===== src/drive_strength_pkg.sv =====
package drive_strength_pkg;

  localparam int          APB_ADDR_W       = 12;
  localparam int          DATA_W           = 32;
  localparam int          REG_W            = 8;

  // register map (byte addresses)
  localparam logic [11:0] DRIVE_UPPER_ADDR = 12'h000;
  localparam logic [11:0] PAD_STATE_ADDR   = 12'h004;

  // field positions in drive_strength_upper_ports
  localparam int          E_LOW_BIT        = 0;
  localparam int          E_HIGH_BIT       = 1;
  localparam int          F_LOW_BIT        = 2;
  localparam int          F_HIGH_BIT       = 3;
  localparam int          G_LOW_BIT        = 4;
  localparam int          G_HIGH_BIT       = 5;
  localparam int          SPARE_LOW_BIT    = 6;
  localparam int          SPARE_HIGH_BIT   = 7;

  localparam logic [7:0]  DRIVE_RESET      = 8'h00;

  // drive levels
  localparam logic        LEVEL_MIN        = 1'b0;
  localparam logic        LEVEL_MAX        = 1'b1;

  // pin 1 of port e is not steered by this register
  localparam logic [7:0]  PORT_E_PIN_MASK  = 8'hfd;

  typedef struct packed {
    logic                  psel;
    logic                  penable;
    logic                  pwrite;
    logic [APB_ADDR_W-1:0] paddr;
    logic [DATA_W-1:0]     pwdata;
  } apb_req_t;

  typedef struct packed {
    logic              pready;
    logic              pslverr;
    logic [DATA_W-1:0] prdata;
  } apb_rsp_t;

  typedef struct packed {
    logic [7:0] port_e;
    logic [7:0] port_f;
    logic [7:0] port_g;
  } pad_drive_t;

endpackage


===== src/nibble_drive_map.sv =====
`timescale 1ns/10ps
module nibble_drive_map
  import drive_strength_pkg::*;
#(
  parameter logic [7:0] PIN_MASK = 8'hff
)
(
  input  wire logic       low_sel,
  input  wire logic       high_sel,
  output logic [7:0]      pin_level
);
  // one select bit per nibble; masked pins stay at minimum drive
  genvar i;
  generate
    for (i = 0; i < 8; i++)
    begin : g_pin
      if (PIN_MASK[i])
      begin : g_on
        assign pin_level[i] = (i < 4) ? low_sel : high_sel;
      end
      else
      begin : g_off
        assign pin_level[i] = LEVEL_MIN;
      end
    end
  endgenerate
endmodule


===== src/port_drive_strength_control.sv =====
// Design decisions made here: the placing of the registers and the APB register port.
`timescale 1ns/10ps
module port_drive_strength_control
  import drive_strength_pkg::*;
#(
  parameter int ADDR_W = APB_ADDR_W
)
(
  input  wire logic                     sys_clk,
  input  wire logic                     rst,
  input  wire drive_strength_pkg::apb_req_t  apb_req,
  output drive_strength_pkg::apb_rsp_t  apb_rsp,
  output drive_strength_pkg::pad_drive_t pad_drive
);
  import drive_strength_pkg::*;

  initial
  begin
    if (ADDR_W != APB_ADDR_W)
      $error("ADDR_W must equal the package address width");
  end

  logic [REG_W-1:0] drive_r;
  logic [REG_W-1:0] drive_nxt;
  logic             access;
  logic             hit_drive;
  logic             hit_state;
  pad_drive_t       pad_nxt;
  logic [7:0]       e_lvl;
  logic [7:0]       f_lvl;
  logic [7:0]       g_lvl;

  assign access    = apb_req.psel && apb_req.penable;
  assign hit_drive = (apb_req.paddr == DRIVE_UPPER_ADDR);
  assign hit_state = (apb_req.paddr == PAD_STATE_ADDR);

  // all eight bits stored as written, the spare pair included;
  // the write lands only at the completing edge, so a long access phase writes once
  always_comb
  begin
    drive_nxt = drive_r;
    if (access && apb_rsp.pready && apb_req.pwrite && hit_drive)
      drive_nxt = apb_req.pwdata[REG_W-1:0];
  end

  always_ff @(posedge sys_clk)
  begin
    if (rst)
      drive_r <= DRIVE_RESET;
    else
      drive_r <= drive_nxt;
  end

  // pad selects follow the register value being committed this edge
  nibble_drive_map #(.PIN_MASK(PORT_E_PIN_MASK)) u_map_e
  (
    .low_sel   (drive_nxt[E_LOW_BIT]),
    .high_sel  (drive_nxt[E_HIGH_BIT]),
    .pin_level (e_lvl)
  );

  nibble_drive_map #(.PIN_MASK(8'hff)) u_map_f
  (
    .low_sel   (drive_nxt[F_LOW_BIT]),
    .high_sel  (drive_nxt[F_HIGH_BIT]),
    .pin_level (f_lvl)
  );

  nibble_drive_map #(.PIN_MASK(8'hff)) u_map_g
  (
    .low_sel   (drive_nxt[G_LOW_BIT]),
    .high_sel  (drive_nxt[G_HIGH_BIT]),
    .pin_level (g_lvl)
  );

  always_comb
  begin
    pad_nxt.port_e = e_lvl;
    pad_nxt.port_f = f_lvl;
    pad_nxt.port_g = g_lvl;
  end

  always_ff @(posedge sys_clk)
  begin
    if (rst)
      pad_drive <= '0;
    else
      pad_drive <= pad_nxt;
  end

  // a zero wait state answer would need a comb output, so the answer is
  // registered and the access phase lasts two cycles
  always_ff @(posedge sys_clk)
  begin
    if (rst)
      apb_rsp <= '0;
    else if (access && !apb_rsp.pready)
    begin
      apb_rsp.pready  <= 1'b1;
      apb_rsp.pslverr <= !(hit_drive || hit_state);
      if (!apb_req.pwrite && hit_drive)
        apb_rsp.prdata <= {{(DATA_W-REG_W){1'b0}}, drive_r};
      else if (!apb_req.pwrite && hit_state)
        apb_rsp.prdata <= {8'h00, pad_drive.port_g, pad_drive.port_f, pad_drive.port_e};
      else
        apb_rsp.prdata <= '0;
    end
    else
    begin
      apb_rsp.pready  <= 1'b0;
      apb_rsp.pslverr <= 1'b0;
      apb_rsp.prdata  <= '0;
    end
  end

  AST_SPARE_KEPT: assert property (@(posedge sys_clk) disable iff (rst)
    access && apb_rsp.pready && apb_req.pwrite && hit_drive |=>
      drive_r[SPARE_HIGH_BIT:SPARE_LOW_BIT] == $past(apb_req.pwdata[7:6]))
    else $error("spare bits not stored");

  AST_G_HIGH: assert property (@(posedge sys_clk) disable iff (rst)
    pad_drive.port_g[7:4] == {4{drive_r[G_HIGH_BIT]}})
    else $error("port g high nibble wrong");

  AST_G_LOW: assert property (@(posedge sys_clk) disable iff (rst)
    pad_drive.port_g[3:0] == {4{drive_r[G_LOW_BIT]}})
    else $error("port g low nibble wrong");

  AST_F_HIGH: assert property (@(posedge sys_clk) disable iff (rst)
    pad_drive.port_f[7:4] == {4{drive_r[F_HIGH_BIT]}})
    else $error("port f high nibble wrong");

  AST_F_LOW: assert property (@(posedge sys_clk) disable iff (rst)
    pad_drive.port_f[3:0] == {4{drive_r[F_LOW_BIT]}})
    else $error("port f low nibble wrong");

  AST_E_HIGH: assert property (@(posedge sys_clk) disable iff (rst)
    pad_drive.port_e[7:4] == {4{drive_r[E_HIGH_BIT]}})
    else $error("port e high nibble wrong");

  AST_E_LOW: assert property (@(posedge sys_clk) disable iff (rst)
    pad_drive.port_e[3:0] == {drive_r[E_LOW_BIT], drive_r[E_LOW_BIT], LEVEL_MIN,
                              drive_r[E_LOW_BIT]})
    else $error("port e low group wrong");

  AST_MIN_LEVEL: assert property (@(posedge sys_clk) disable iff (rst)
    access && apb_rsp.pready && apb_req.pwrite && hit_drive && apb_req.pwdata[5:0] == 6'h00 |=>
      pad_drive == '0)
    else $error("cleared bits did not give minimum drive");

  AST_ANSWER: assert property (@(posedge sys_clk) disable iff (rst)
    access && !apb_rsp.pready |=> apb_rsp.pready ##1 !apb_rsp.pready)
    else $error("answer not one cycle after access");

  COV_WRITE_MAX: cover property (@(posedge sys_clk) disable iff (rst)
    access && apb_req.pwrite && hit_drive && apb_req.pwdata[7:0] == 8'hff);
  COV_READ_BACK: cover property (@(posedge sys_clk) disable iff (rst)
    access && !apb_req.pwrite && hit_drive && apb_rsp.pready);
  COV_BAD_ADDR: cover property (@(posedge sys_clk) disable iff (rst)
    apb_rsp.pslverr);

endmodule


===== config.mk =====
export PLATFORM = sky130hd
export DESIGN_NAME = port_drive_strength_control
export DESIGN_NICKNAME = d
export VERILOG_FILES = /design/src/drive_strength_pkg.sv /design/src/nibble_drive_map.sv /design/src/port_drive_strength_control.sv
export SDC_FILE = /design/constraint.sdc
export NUM_CORES = 1
export LEC_CHECK = 0
export BUFFER_PORTS_ARGS = -buffer_cell sky130_fd_sc_hd__buf_2
export CORE_AREA = 4 4 65 67
export DETAILED_ROUTE_END_ITERATION = 10
export DIE_AREA = 0 0 69 71
export PLACE_DENSITY_LB_ADDON = 0.2
export SETUP_SLACK_MARGIN = 0.3
export SYNTH_ARGS = -nofsm -noshare
export SYNTH_HDL_FRONTEND = slang
export SYNTH_SLANG_ARGS = --single-unit

===== constraint.sdc =====
create_clock -name sys_clk -period 1.62 [get_ports sys_clk]
set_clock_uncertainty 0.1 [all_clocks]
set_input_delay 0.081 -clock sys_clk [delete_from_list [all_inputs] [get_ports sys_clk]]
set_output_delay 0.081 -clock sys_clk [all_outputs]
set_load 0.05 [all_outputs]

==> results of run 1 <==
-- placed cells by master, fill, tap and decap left out, drive strengths merged --
master       instances
a21oi                2
o21ai                4
nor3b                2
bufinv               1
nor4                 3
and4                 1
conb                 9
nand2b              18
clkbuf               3
dfxtp               22
nand3                2
nand2                3
nor2                 5
inv                  5
mux2i                8
buf                 76
nand4                1
nor2b                4
dlygate4sd3          8
nor3                 1
or4                  1
a21boi               1
-- power by group --
part	internal, mW	switching (mW)
Combinational	0.0489	0.0807
Sequential	0.542	0.00142
Clock	0.330	0.174
-- layer usage --
layer	GRT usage, %	part of all wire [%]	up-vias
met1	8.87	34	404
met3	1.85	8.2	2
met2	18.0	57	36
met4	5.21	1.1	0
met5	0	0	-
li1	-	-	464
-- sequential cells by signal (all words and copies together), names as in the netlist --
signal / count
apb_rsp: 14
drive_r: 8
-- per-stage QoR --
stage / util (%) / total power [mW] / cells / worst slack (ns)
floorplan: - / 0.648 / 139 / 0.0953
finish: 41.4 / 1.18 / 228 / 0.241
global placement: 36.8 / 0.668 / 216 / -0.0325
global route: 41.4 / 1.23 / 228 / 0.183
detailed placement: 36.8 / 0.670 / 216 / -0.0666
CTS: 41.3 / 1.19 / 228 / 0.222
-- critical path, cell delays in order --
cell and delay, ns:
buf_6 0.09, or4_4 0.53, nor4_4 0.18, and4_1 0.27
buf_12 0.14, mux2i_1 0.18
-- how the worst max path moves through the flow --
stage | start | to | cells past startpoint
6_report | apb_req[40] | drive_r[5] | 6
4_1_cts | apb_req[40] | drive_r[5] | 6
5_1_grt | apb_req[40] | drive_r[6] | 6
3_3_place_gp | apb_req[40] | drive_r[5] | 6
3_5_place_dp | apb_req[40] | drive_r[5] | 6
2_1_floorplan | apb_req[40] | drive_r[0] | 5
-- layout make-up --
type | count | area, um^2
fillers | 392 | 2130
repair buffers | 84 | 487
flip-flops and latches | 22 | 442
multi-input cells | 65 | 425
well taps | 48 | 60.1
clock buffers | 3 | 41.3
clock inverters | 1 | 30.0
inverters | 5 | 18.8
-- logic make-up (layout without fill, tap and decap cells) --
family	after synthesis	count (layout)	synth area share, %
buffers and inverters	52	93	31.0
and+or+nand+nor	41	41	21.7
DFF	22	22	37.1
muxes	8	8	6.74
AOI/OAI and AO/OA	7	7	3.16
other	1	9	0.316
-- what timing repair did --
action                     CTS  global route
setup endpoints to repair   14            14
hold endpoints to repair     8             0
gates resized for setup      2             1
buffers inserted             0             0
pin swaps                    1             1
hold buffers                 8             0
==> metrics.md, run 1 <==
| Metric | Value |
|---|---|
| Outcome | `complete, no violations` |
| Avg WL per Cell | `10.4 um` |
| CTS tree | `built` |
| Synth Register Bits | `22` |
| Final HPWL DP | `1.92 mm` |
| TritonCTS sink count | `22` |
| Synth top area share | `37.1%` |
| Post-synthesis sequential area ratio | `37.1%` |
| DR DRC count | `0` |
| Diode count | `0` |
| Clock Path Buffers | `2` |
| Initial antenna violation count | `0` |
| Yosys cell types | `22` |
| Top post-synthesis cells by count | `44 x buf_4, 22 x dfxtp_1, 18 x nand2b_1` |
| Top cells by area, synth | `dfxtp_1 37%, buf_4 28%, nand2b_1 9.5%` |
| Port buffer count | `73` |
| Worst hold path depth | `3` |
| GPL Wtd Cong | `0.735` |
| Hold Path Class | `input port to register` |
| Setup TNS | `0 ns` |
| CTS root buffer | `clkbuf_8` |
| Clock buffer count from CTS | `3` |
| R2r endpoint | `apb_rsp[11]` |
| CP Capture Type | `register` |
| Power Dens Cells | `782 nW/um^2` |
| Worst flop-to-flop path startpoint | `apb_rsp[33]` |
| Global-route wire length before repair | `3.77 mm` |
| Final Hold Vio Count | `0` |
| Nets | `230` |
| CP Class | `input port to register` |
| Max-slew violation count | `0` |
| Die W | `69 um` |
| FMAX | `725 MHz` |
| Arr. time, crit path | `1.47 ns` |
| Final min period | `1.38 ns` |
| Final wirelength | `2.37 mm` |
| Cell taking the most area after synthesis | `dfxtp_1` |
| Starting density of the core | `32.7%` |
| Core area | `3630 um^2` |
| Vias | `906` |
| Largest net degree at the start of global routing | `19` |
| Vias/cell | `3.97` |
| Maximum vdd drop | `0.286 mV` |
| Register-to-Register Path Depth | `3` |
| Mapped Area | `1190 um^2` |
| Ys Warns | `0` |
| Area Overhead vs Synth | `26.7%` |
| Die height | `71 um` |
| Initial DRC count | `27` |
| Post-synth EDFFs | `0` |
| Hold endpoint | `apb_rsp[33]` |
| Post-DRT Antenna Nets | `0` |
| Die area | `4900 um^2` |
| Vias in the first global route | `855` |
| Fin crit share | `85.1%` |
| Reported max-cap violation count | `0` |
| Worst EP required | `1.71 ns` |
| Worst Hold Launch | `apb_req[45]` |
| LEAKAGE | `0.743 nW` |
| Unrepaired setup endpoints after global routing | `yes` |
| Share of layout cells above drive strength 1 | `47.8%` |
| Num rows | `22` |
| Dpl cell area | `1340 um^2` |
| Design area | `1500 um^2` |
| Worst-path fanout max | `8` |
| Most frequent cell after synthesis | `buf_4` |
| # H-tree levels | `1` |
| Grt ovf | `0` |
| Startpoint Class | `input port` |
| Cell count after synthesis | `131` |
| R2r setup slk | `0.33 ns` |
| Synth async-reset ratio | `0%` |
| Top FF cell, synth | `dfxtp_1` |
| Hold slack | `0.0224 ns` |
| Clock Latency Late Sink | `0.26 ns` |
| Initial DRT Pass Iterations | `4` |
| All-layer global routing usage | `9.20%` |
| CTS clk-pin slew, worst paths | `0.08 ns` |
| Final Setup Violations | `0` |
| Ports | `107` |
| Syn_area_per_cell | `9.06 um^2` |
No activity file was read; power rests on OpenSTA's default activity.
==> inputs of run 2 (changes only) <==
--- a/config.mk
+++ b/config.mk
@@ -6,9 +6,11 @@
 export NUM_CORES = 1
 export LEC_CHECK = 0
 export BUFFER_PORTS_ARGS = -buffer_cell sky130_fd_sc_hd__buf_2
-export CORE_AREA = 4 4 65 67
+export CELL_PAD_IN_SITES_DETAIL_PLACEMENT = 1
+export CELL_PAD_IN_SITES_GLOBAL_PLACEMENT = 2
+export CORE_AREA = 4 4 87 89
 export DETAILED_ROUTE_END_ITERATION = 10
-export DIE_AREA = 0 0 69 71
+export DIE_AREA = 0 0 91 93
 export PLACE_DENSITY_LB_ADDON = 0.2
 export SETUP_SLACK_MARGIN = 0.3
 export SYNTH_ARGS = -nofsm -noshare
==> constraint.sdc (replaced) <==
create_clock -name sys_clk -period 1.4 [get_ports sys_clk]
set_clock_uncertainty 0.1 [all_clocks]
set_input_delay 0.07 -clock sys_clk [delete_from_list [all_inputs] [get_ports sys_clk]]
set_output_delay 0.07 -clock sys_clk [all_outputs]
set_load 0.05 [all_outputs]
==> run 2 against run 1 <==
- count of clock-buffer cells in the layout rose by 1
- via count rose by 3.5%
- global-route usage fell by 1.6 points
- sequential power rose by 15%
- total power rose by 6.8%
- largest cell class unchanged
==> metrics.md, run 2 (same netlist as run 1, synthesis figures left out) <==
| Metric | Value |
|---|---|
| Diode count | `0 (unchanged)` |
| Arr. time, crit path | `1.46 ns (was 1.47 ns)` |
| Unrepaired setup endpoints after global routing | `yes (unchanged)` |
| Clock Latency Late Sink | `0.26 ns (about the same)` |
| Power Dens Cells | `731 nW/um^2 (was 782 nW/um^2)` |
| Initial antenna violation count | `0 (unchanged)` |
| CTS clk-pin slew, worst paths | `0.08 ns (about the same)` |
| Global-route wire length before repair | `5.09 mm (was 3.77 mm)` |
| Reg with most FFs | `apb_rsp (unchanged)` |
| Grt ovf | `0 (unchanged)` |
| # H-tree levels | `1 (unchanged)` |
| Worst setup path startpoint | `apb_req[40] (unchanged)` |
| Total power | `1.26 mW (was 1.18 mW)` |
| LEAKAGE | `0.774 nW (was 0.743 nW)` |
| CP Class | `input port to register (unchanged)` |
| Share of layout cells above drive strength 1 | `56.8% (was 47.8%)` |
| Avg WL per Cell | `12.1 um (was 10.4 um)` |
| Final wirelength | `3.22 mm (was 2.37 mm)` |
| Clock buffer count from CTS | `3 (unchanged)` |
| Initial DRC count | `27 (unchanged)` |
| GPL Wtd Cong | `0.734 (was 0.735)` |
| Maximum vdd drop | `0.263 mV (was 0.286 mV)` |
| Final Hold Vio Count | `0 (unchanged)` |
| Hold Path Class | `input port to register (unchanged)` |
| Vias/cell | `3.54 (was 3.97)` |
| Clock Path Buffers | `2 (unchanged)` |
| Area Overhead vs Synth | `44.8% (was 26.7%)` |
| Max-slew violation count | `0 (unchanged)` |
| Worst Hold Launch | `apb_req[44] (was apb_req[45])` |
| Worst flop-to-flop path startpoint | `apb_rsp[33] (unchanged)` |
| Vias | `938 (was 906)` |
| Initial DRT Pass Iterations | `4 (unchanged)` |
| Outcome | `complete, no violations (unchanged)` |
| Starting density of the core | `17.6% (was 32.7%)` |
| Most frequent cells in the layout | `48 x buf_2, 22 x buf_4, 18 x nand2b_1 (was 72 x buf_2, 21 x dfxtp_1, 18 x nand2b_1)` |
| Port buffer count | `73 (unchanged)` |
| Final min period | `1.38 ns` |
| Post-DRT Antenna Nets | `0 (unchanged)` |
| Num rows | `30 (was 22)` |
| Worst EP required | `1.48 ns (was 1.71 ns)` |
| CTS tree | `built (unchanged)` |
| CTS root buffer | `clkbuf_8 (unchanged)` |
| Largest register FFs | `14 (unchanged)` |
| Die W | `91 um (was 69 um)` |
| Final HPWL DP | `2.61 mm (was 1.92 mm)` |
| TritonCTS sink count | `22 (unchanged)` |
| Vias in the first global route | `1020 (was 855)` |
| Worst-path fanout max | `8 (unchanged)` |
| Die height | `93 um (was 71 um)` |
| All-layer global routing usage | `7.65% (was 9.20%)` |
| Fin crit share | `98.3%` |
| Core area | `6760 um^2 (was 3630 um^2)` |
| Final Setup Violations | `0 (unchanged)` |
| Commonest non-fill, non-tap cell in the layout | `buf_2 (unchanged)` |
| Largest net degree at the start of global routing | `18 (was 19)` |
| CP Capture Type | `register (unchanged)` |
| Nets | `235 (was 230)` |
| Ports | `107 (unchanged)` |
| DR DRC count | `0 (unchanged)` |
| FMAX | `726 MHz` |
| Startpoint Class | `input port (unchanged)` |
| Die area | `8460 um^2 (was 4900 um^2)` |
| Biggest regs | `apb_rsp: 14 flops, drive_r: 8 flops (unchanged)` |
| Reported max-cap violation count | `0 (unchanged)` |
| Setup TNS | `0 ns (unchanged)` |
## run 2: changes by cell type in the layout (fill, tap and decap cells not counted), sizes merged
cell | before | now
clkbuf | 3 | 4
buf | 76 | 81
bufinv | 1 | 0
## run 2: layout make-up
| class | count | area [um^2] |
|---|---|---|
| flip-flops and latches | 22 | 455 |
| clock buffers | 4 | 55.1 |
| repair buffers | 89 | 622 |
| well taps | 80 | 100 |
| inverters | 5 | 18.8 |
| multi-input cells | 65 | 468 |
| fillers | 796 | 5040 |
## run 2: repair_timing
| action | in CTS | in global routing |
|---|---|---|
| setup endpoints to repair | 43 | 32 |
| hold buffers | 7 | 1 |
| pin swaps | 6 | 7 |
| buffers inserted | 2 | 1 |
| resized for setup | 40 | 13 |
| cloned | 0 | 0 |
| endpoints found under the hold margin | 7 | 1 |
## run 2: final timing paths
check | to | slack (ns) | cells after the start
worst max register to register | apb_rsp[20] | 0.10 | 3
worst min-delay path | apb_rsp[0] | 0.04 | 4
worst max-delay path | drive_r[3] | 0.02 | 6
worst min register to register | drive_r[7] | 0.38 | 2
## run 2: per-layer routing
metal	part of all wire [%]	wire (um)	track usage (%)
met5	0	0	0
met4	1.7	56	3.77
met3	6.6	212	1.77
met2	53	1710	14.1
met1	38	1240	8.17
## run 2: power by group
group / switching (mW) / total, mW / internal (mW)
Clock: 0.209 / 0.459 / 0.251
Combinational: 0.103 / 0.170 / 0.0670
Sequential: 0.00171 / 0.628 / 0.626
Total: 0.313 / 1.26 / 0.944
## run 2: worst max-delay path: stages
cell	delay, ns
buf_6	0.09
or4_4	0.53
nor4_4	0.16
and4_4	0.27
buf_12	0.13
mux2i_1	0.20
## run 2: through the flow
step | utilization, % | instances | hold WS, ns | instance area (um^2) | setup slack, ns
after floorplan | - | 139 | 0.0474 | 1230 | -0.113
after global placement | 20.7 | 250 | 0.245 | 1400 | -0.232
after detailed placement | 20.7 | 250 | 0.247 | 1400 | -0.283
after CTS | 24.6 | 263 | 0.00547 | 1670 | 0.0155
after global routing | 25.4 | 265 | 0.0514 | 1720 | -0.0193
final | 25.4 | 265 | 0.0429 | 1720 | 0.0232
==> inputs of run 3 (changes only) <==
--- a/config.mk
+++ b/config.mk
@@ -6,11 +6,9 @@
 export NUM_CORES = 1
 export LEC_CHECK = 0
 export BUFFER_PORTS_ARGS = -buffer_cell sky130_fd_sc_hd__buf_2
-export CELL_PAD_IN_SITES_DETAIL_PLACEMENT = 1
-export CELL_PAD_IN_SITES_GLOBAL_PLACEMENT = 2
-export CORE_AREA = 4 4 87 89
+export CORE_AREA = 2 2 60 62
 export DETAILED_ROUTE_END_ITERATION = 10
-export DIE_AREA = 0 0 91 93
+export DIE_AREA = 0 0 62 64
 export PLACE_DENSITY_LB_ADDON = 0.2
 export SETUP_SLACK_MARGIN = 0.3
 export SYNTH_ARGS = -nofsm -noshare
==> run 3 against run 2 <==
- first-iteration DRC count decreased by 67%
- clock power fell by 25%
- global-route usage grew 3.5 points
- cell count down 13%
- hold slack worse by 0.010 ns
- count of clock-buffer cells in the layout unchanged
- critical path depth did not move
- die area down 53%
- core utilization increased by 27 points
- via count decreased by 1.4%
==> metrics.md, run 3 (same netlist as run 1, synthesis figures left out) <==
| Metric | Value |
|---|---|
| Final Hold Vio Count | `0 (unchanged)` |
| Arr. time, crit path | `1.45 ns (was 1.46 ns)` |
| Commonest non-fill, non-tap cell in the layout | `buf_2 (unchanged)` |
| Clk pwr share | `30.6% (was 36.5%)` |
| Clock Latency Late Sink | `0.30 ns (was 0.26 ns)` |
| Combinational power share | `14.4% (was 13.5%)` |
| Nets | `235 (unchanged)` |
| Area Overhead vs Synth | `45.6% (was 44.8%)` |
| GPL Wtd Cong | `0.771 (was 0.734)` |
| Worst-path fanout max | `8 (unchanged)` |
| Diode count | `0 (unchanged)` |
| LEAKAGE | `0.763 nW (was 0.774 nW)` |
| CTS tree | `built (unchanged)` |
| Grt ovf | `0 (unchanged)` |
| Starting density of the core | `36.2% (was 17.6%)` |
| Total power | `1.13 mW (was 1.26 mW)` |
| Reported max-cap violation count | `0 (unchanged)` |
| Biggest regs | `apb_rsp: 14 flops, drive_r: 8 flops (unchanged)` |
| Max-slew violation count | `0 (unchanged)` |
| Hold Path Class | `input port to register (unchanged)` |
| Startpoint Class | `input port (unchanged)` |
| Power Dens Cells | `654 nW/um^2 (was 731 nW/um^2)` |
| Core area | `3280 um^2 (was 6760 um^2)` |
| Ports | `107 (unchanged)` |
| Worst EP required | `1.54 ns (was 1.48 ns)` |
| Largest register FFs | `14 (unchanged)` |
| Vias | `925 (was 938)` |
| Initial DRC count | `9 (was 27)` |
| Share of layout cells above drive strength 1 | `54.6% (was 56.8%)` |
| FMAX | `759 MHz (was 726 MHz)` |
| Maximum vdd drop | `0.248 mV (was 0.263 mV)` |
| Avg WL per Cell | `11.0 um (was 12.1 um)` |
| CTS clk-pin slew, worst paths | `0.12 ns (was 0.08 ns)` |
| DP Cell Count | `214 (was 250)` |
| Fin crit share | `94.1% (was 98.3%)` |
| CP Class | `input port to register (unchanged)` |
| Final Setup Violations | `0 (unchanged)` |
| Die area | `3970 um^2 (was 8460 um^2)` |
| Final wirelength | `2.53 mm (was 3.22 mm)` |
| Hold slack | `0.0327 ns (was 0.0429 ns)` |
| Die height | `64 um (was 93 um)` |
| Clock Path Buffers | `2 (unchanged)` |
| Global-route wire length before repair | `3.37 mm (was 5.09 mm)` |
| All-layer global routing usage | `11.2% (was 7.65%)` |
| DR DRC count | `0 (unchanged)` |
| Initial antenna violation count | `0 (unchanged)` |
| Port buffer count | `73 (unchanged)` |
| Sw frac | `25.5% (was 24.9%)` |
| CTS root buffer | `clkbuf_4 (was clkbuf_8)` |
| Post-DRT Antenna Nets | `0 (unchanged)` |
| Vias/cell | `4.00 (was 3.54)` |
| Final min period | `1.32 ns (was 1.38 ns)` |
| Largest net degree at the start of global routing | `19 (was 18)` |
| Reg power frac | `55.0% (was 50.0%)` |
| TritonCTS sink count | `22 (unchanged)` |
| Final HPWL DP | `1.70 mm (was 2.61 mm)` |
| Die W | `62 um (was 91 um)` |
| Clock buffer count from CTS | `3 (unchanged)` |
| CP Capture Type | `register (unchanged)` |
| Most frequent cells in the layout | `32 x buf_2, 20 x buf_6, 18 x nand2b_1, 18 x buf_4, 12 x dfxtp_1 (was 48 x buf_2, 22 x buf_4, 18 x nand2b_1)` |
| Initial DRT Pass Iterations | `4 (unchanged)` |
| # H-tree levels | `1 (unchanged)` |
| Vias in the first global route | `810 (was 1020)` |
| Sw Pwr | `0.288 mW (was 0.313 mW)` |
| Non-Filler Instances | `231 (was 265)` |
| Reg with most FFs | `apb_rsp (unchanged)` |
| Internal | `0.843 mW (was 0.944 mW)` |
| Unrepaired setup endpoints after global routing | `yes (unchanged)` |
| Num rows | `21 (was 30)` |
| Outcome | `complete, no violations (unchanged)` |
-- run 3: worst paths after layout --
check,cells past startpoint,slack (ns),endpoint,from
max,6,0.08,drive_r[0],apb_req[40]
min,2,0.03,apb_rsp[33],rst
max reg2reg,4,0.13,apb_rsp[1],apb_rsp[33]
min reg2reg,2,0.39,drive_r[6],drive_r[6]
-- run 3: layout make-up --
class | instances | area [um^2]
Multi-Input combinational cell | 65 | 453
Fill cell | 320 | 1560
Sequential cell | 22 | 463
Tap cell | 46 | 57.6
Timing Repair Buffer | 89 | 701
Clock buffer | 4 | 36.3
Inverter | 5 | 18.8
-- run 3: metrics by stage --
stage / setup WS [ns] / setup TNS (ns) / util, % / cell area (um^2)
final: 0.0827 / 0 / 52.6 / 1730
after CTS: 0.0868 / 0 / 48.0 / 1580
after detailed placement: -0.267 / -3.45 / 40.8 / 1340
after global routing: 0.0341 / 0 / 52.6 / 1730
after floorplan: -0.113 / -0.902 / - / 1230
after global placement: -0.217 / -3.09 / 40.8 / 1340
-- run 3: worst max-delay path, cell delays in order --
cell and delay [ns]:
buf_6 0.09, or4_4 0.53, nor4_4 0.17, and4_4 0.27, buf_12 0.13, mux2i_1 0.18
-- run 3: timing repair --
action	in CTS	in global routing
pin swaps	1	6
hold endpoints to repair	11	0
hold buffers	10	0
setup buffers	0	3
gates resized for setup	36	49
setup endpoints to repair	44	60
gates cloned	0	0
-- run 3: per-layer routing --
| metal | part of all wire [%] | up-vias | global-route usage (%) |
|---|---|---|---|
| met4 | 1.1 | 0 | 6.38 |
| met5 | 0 | - | 0 |
| met1 | 37 | 413 | 11.9 |
| li1 | - | 473 | - |
| met3 | 5.0 | 2 | 0.607 |
| met2 | 57 | 37 | 20.4 |
-- run 3: power groups by stage --
stage	logic (mW)	registers [mW]	clock network, mW
floorplan	0.0977	0.652	0
detailed placement	0.131	0.644	0
global route	0.174	0.623	0.378
finish	0.163	0.623	0.346
CTS	0.157	0.630	0.356
global placement	0.129	0.644	0
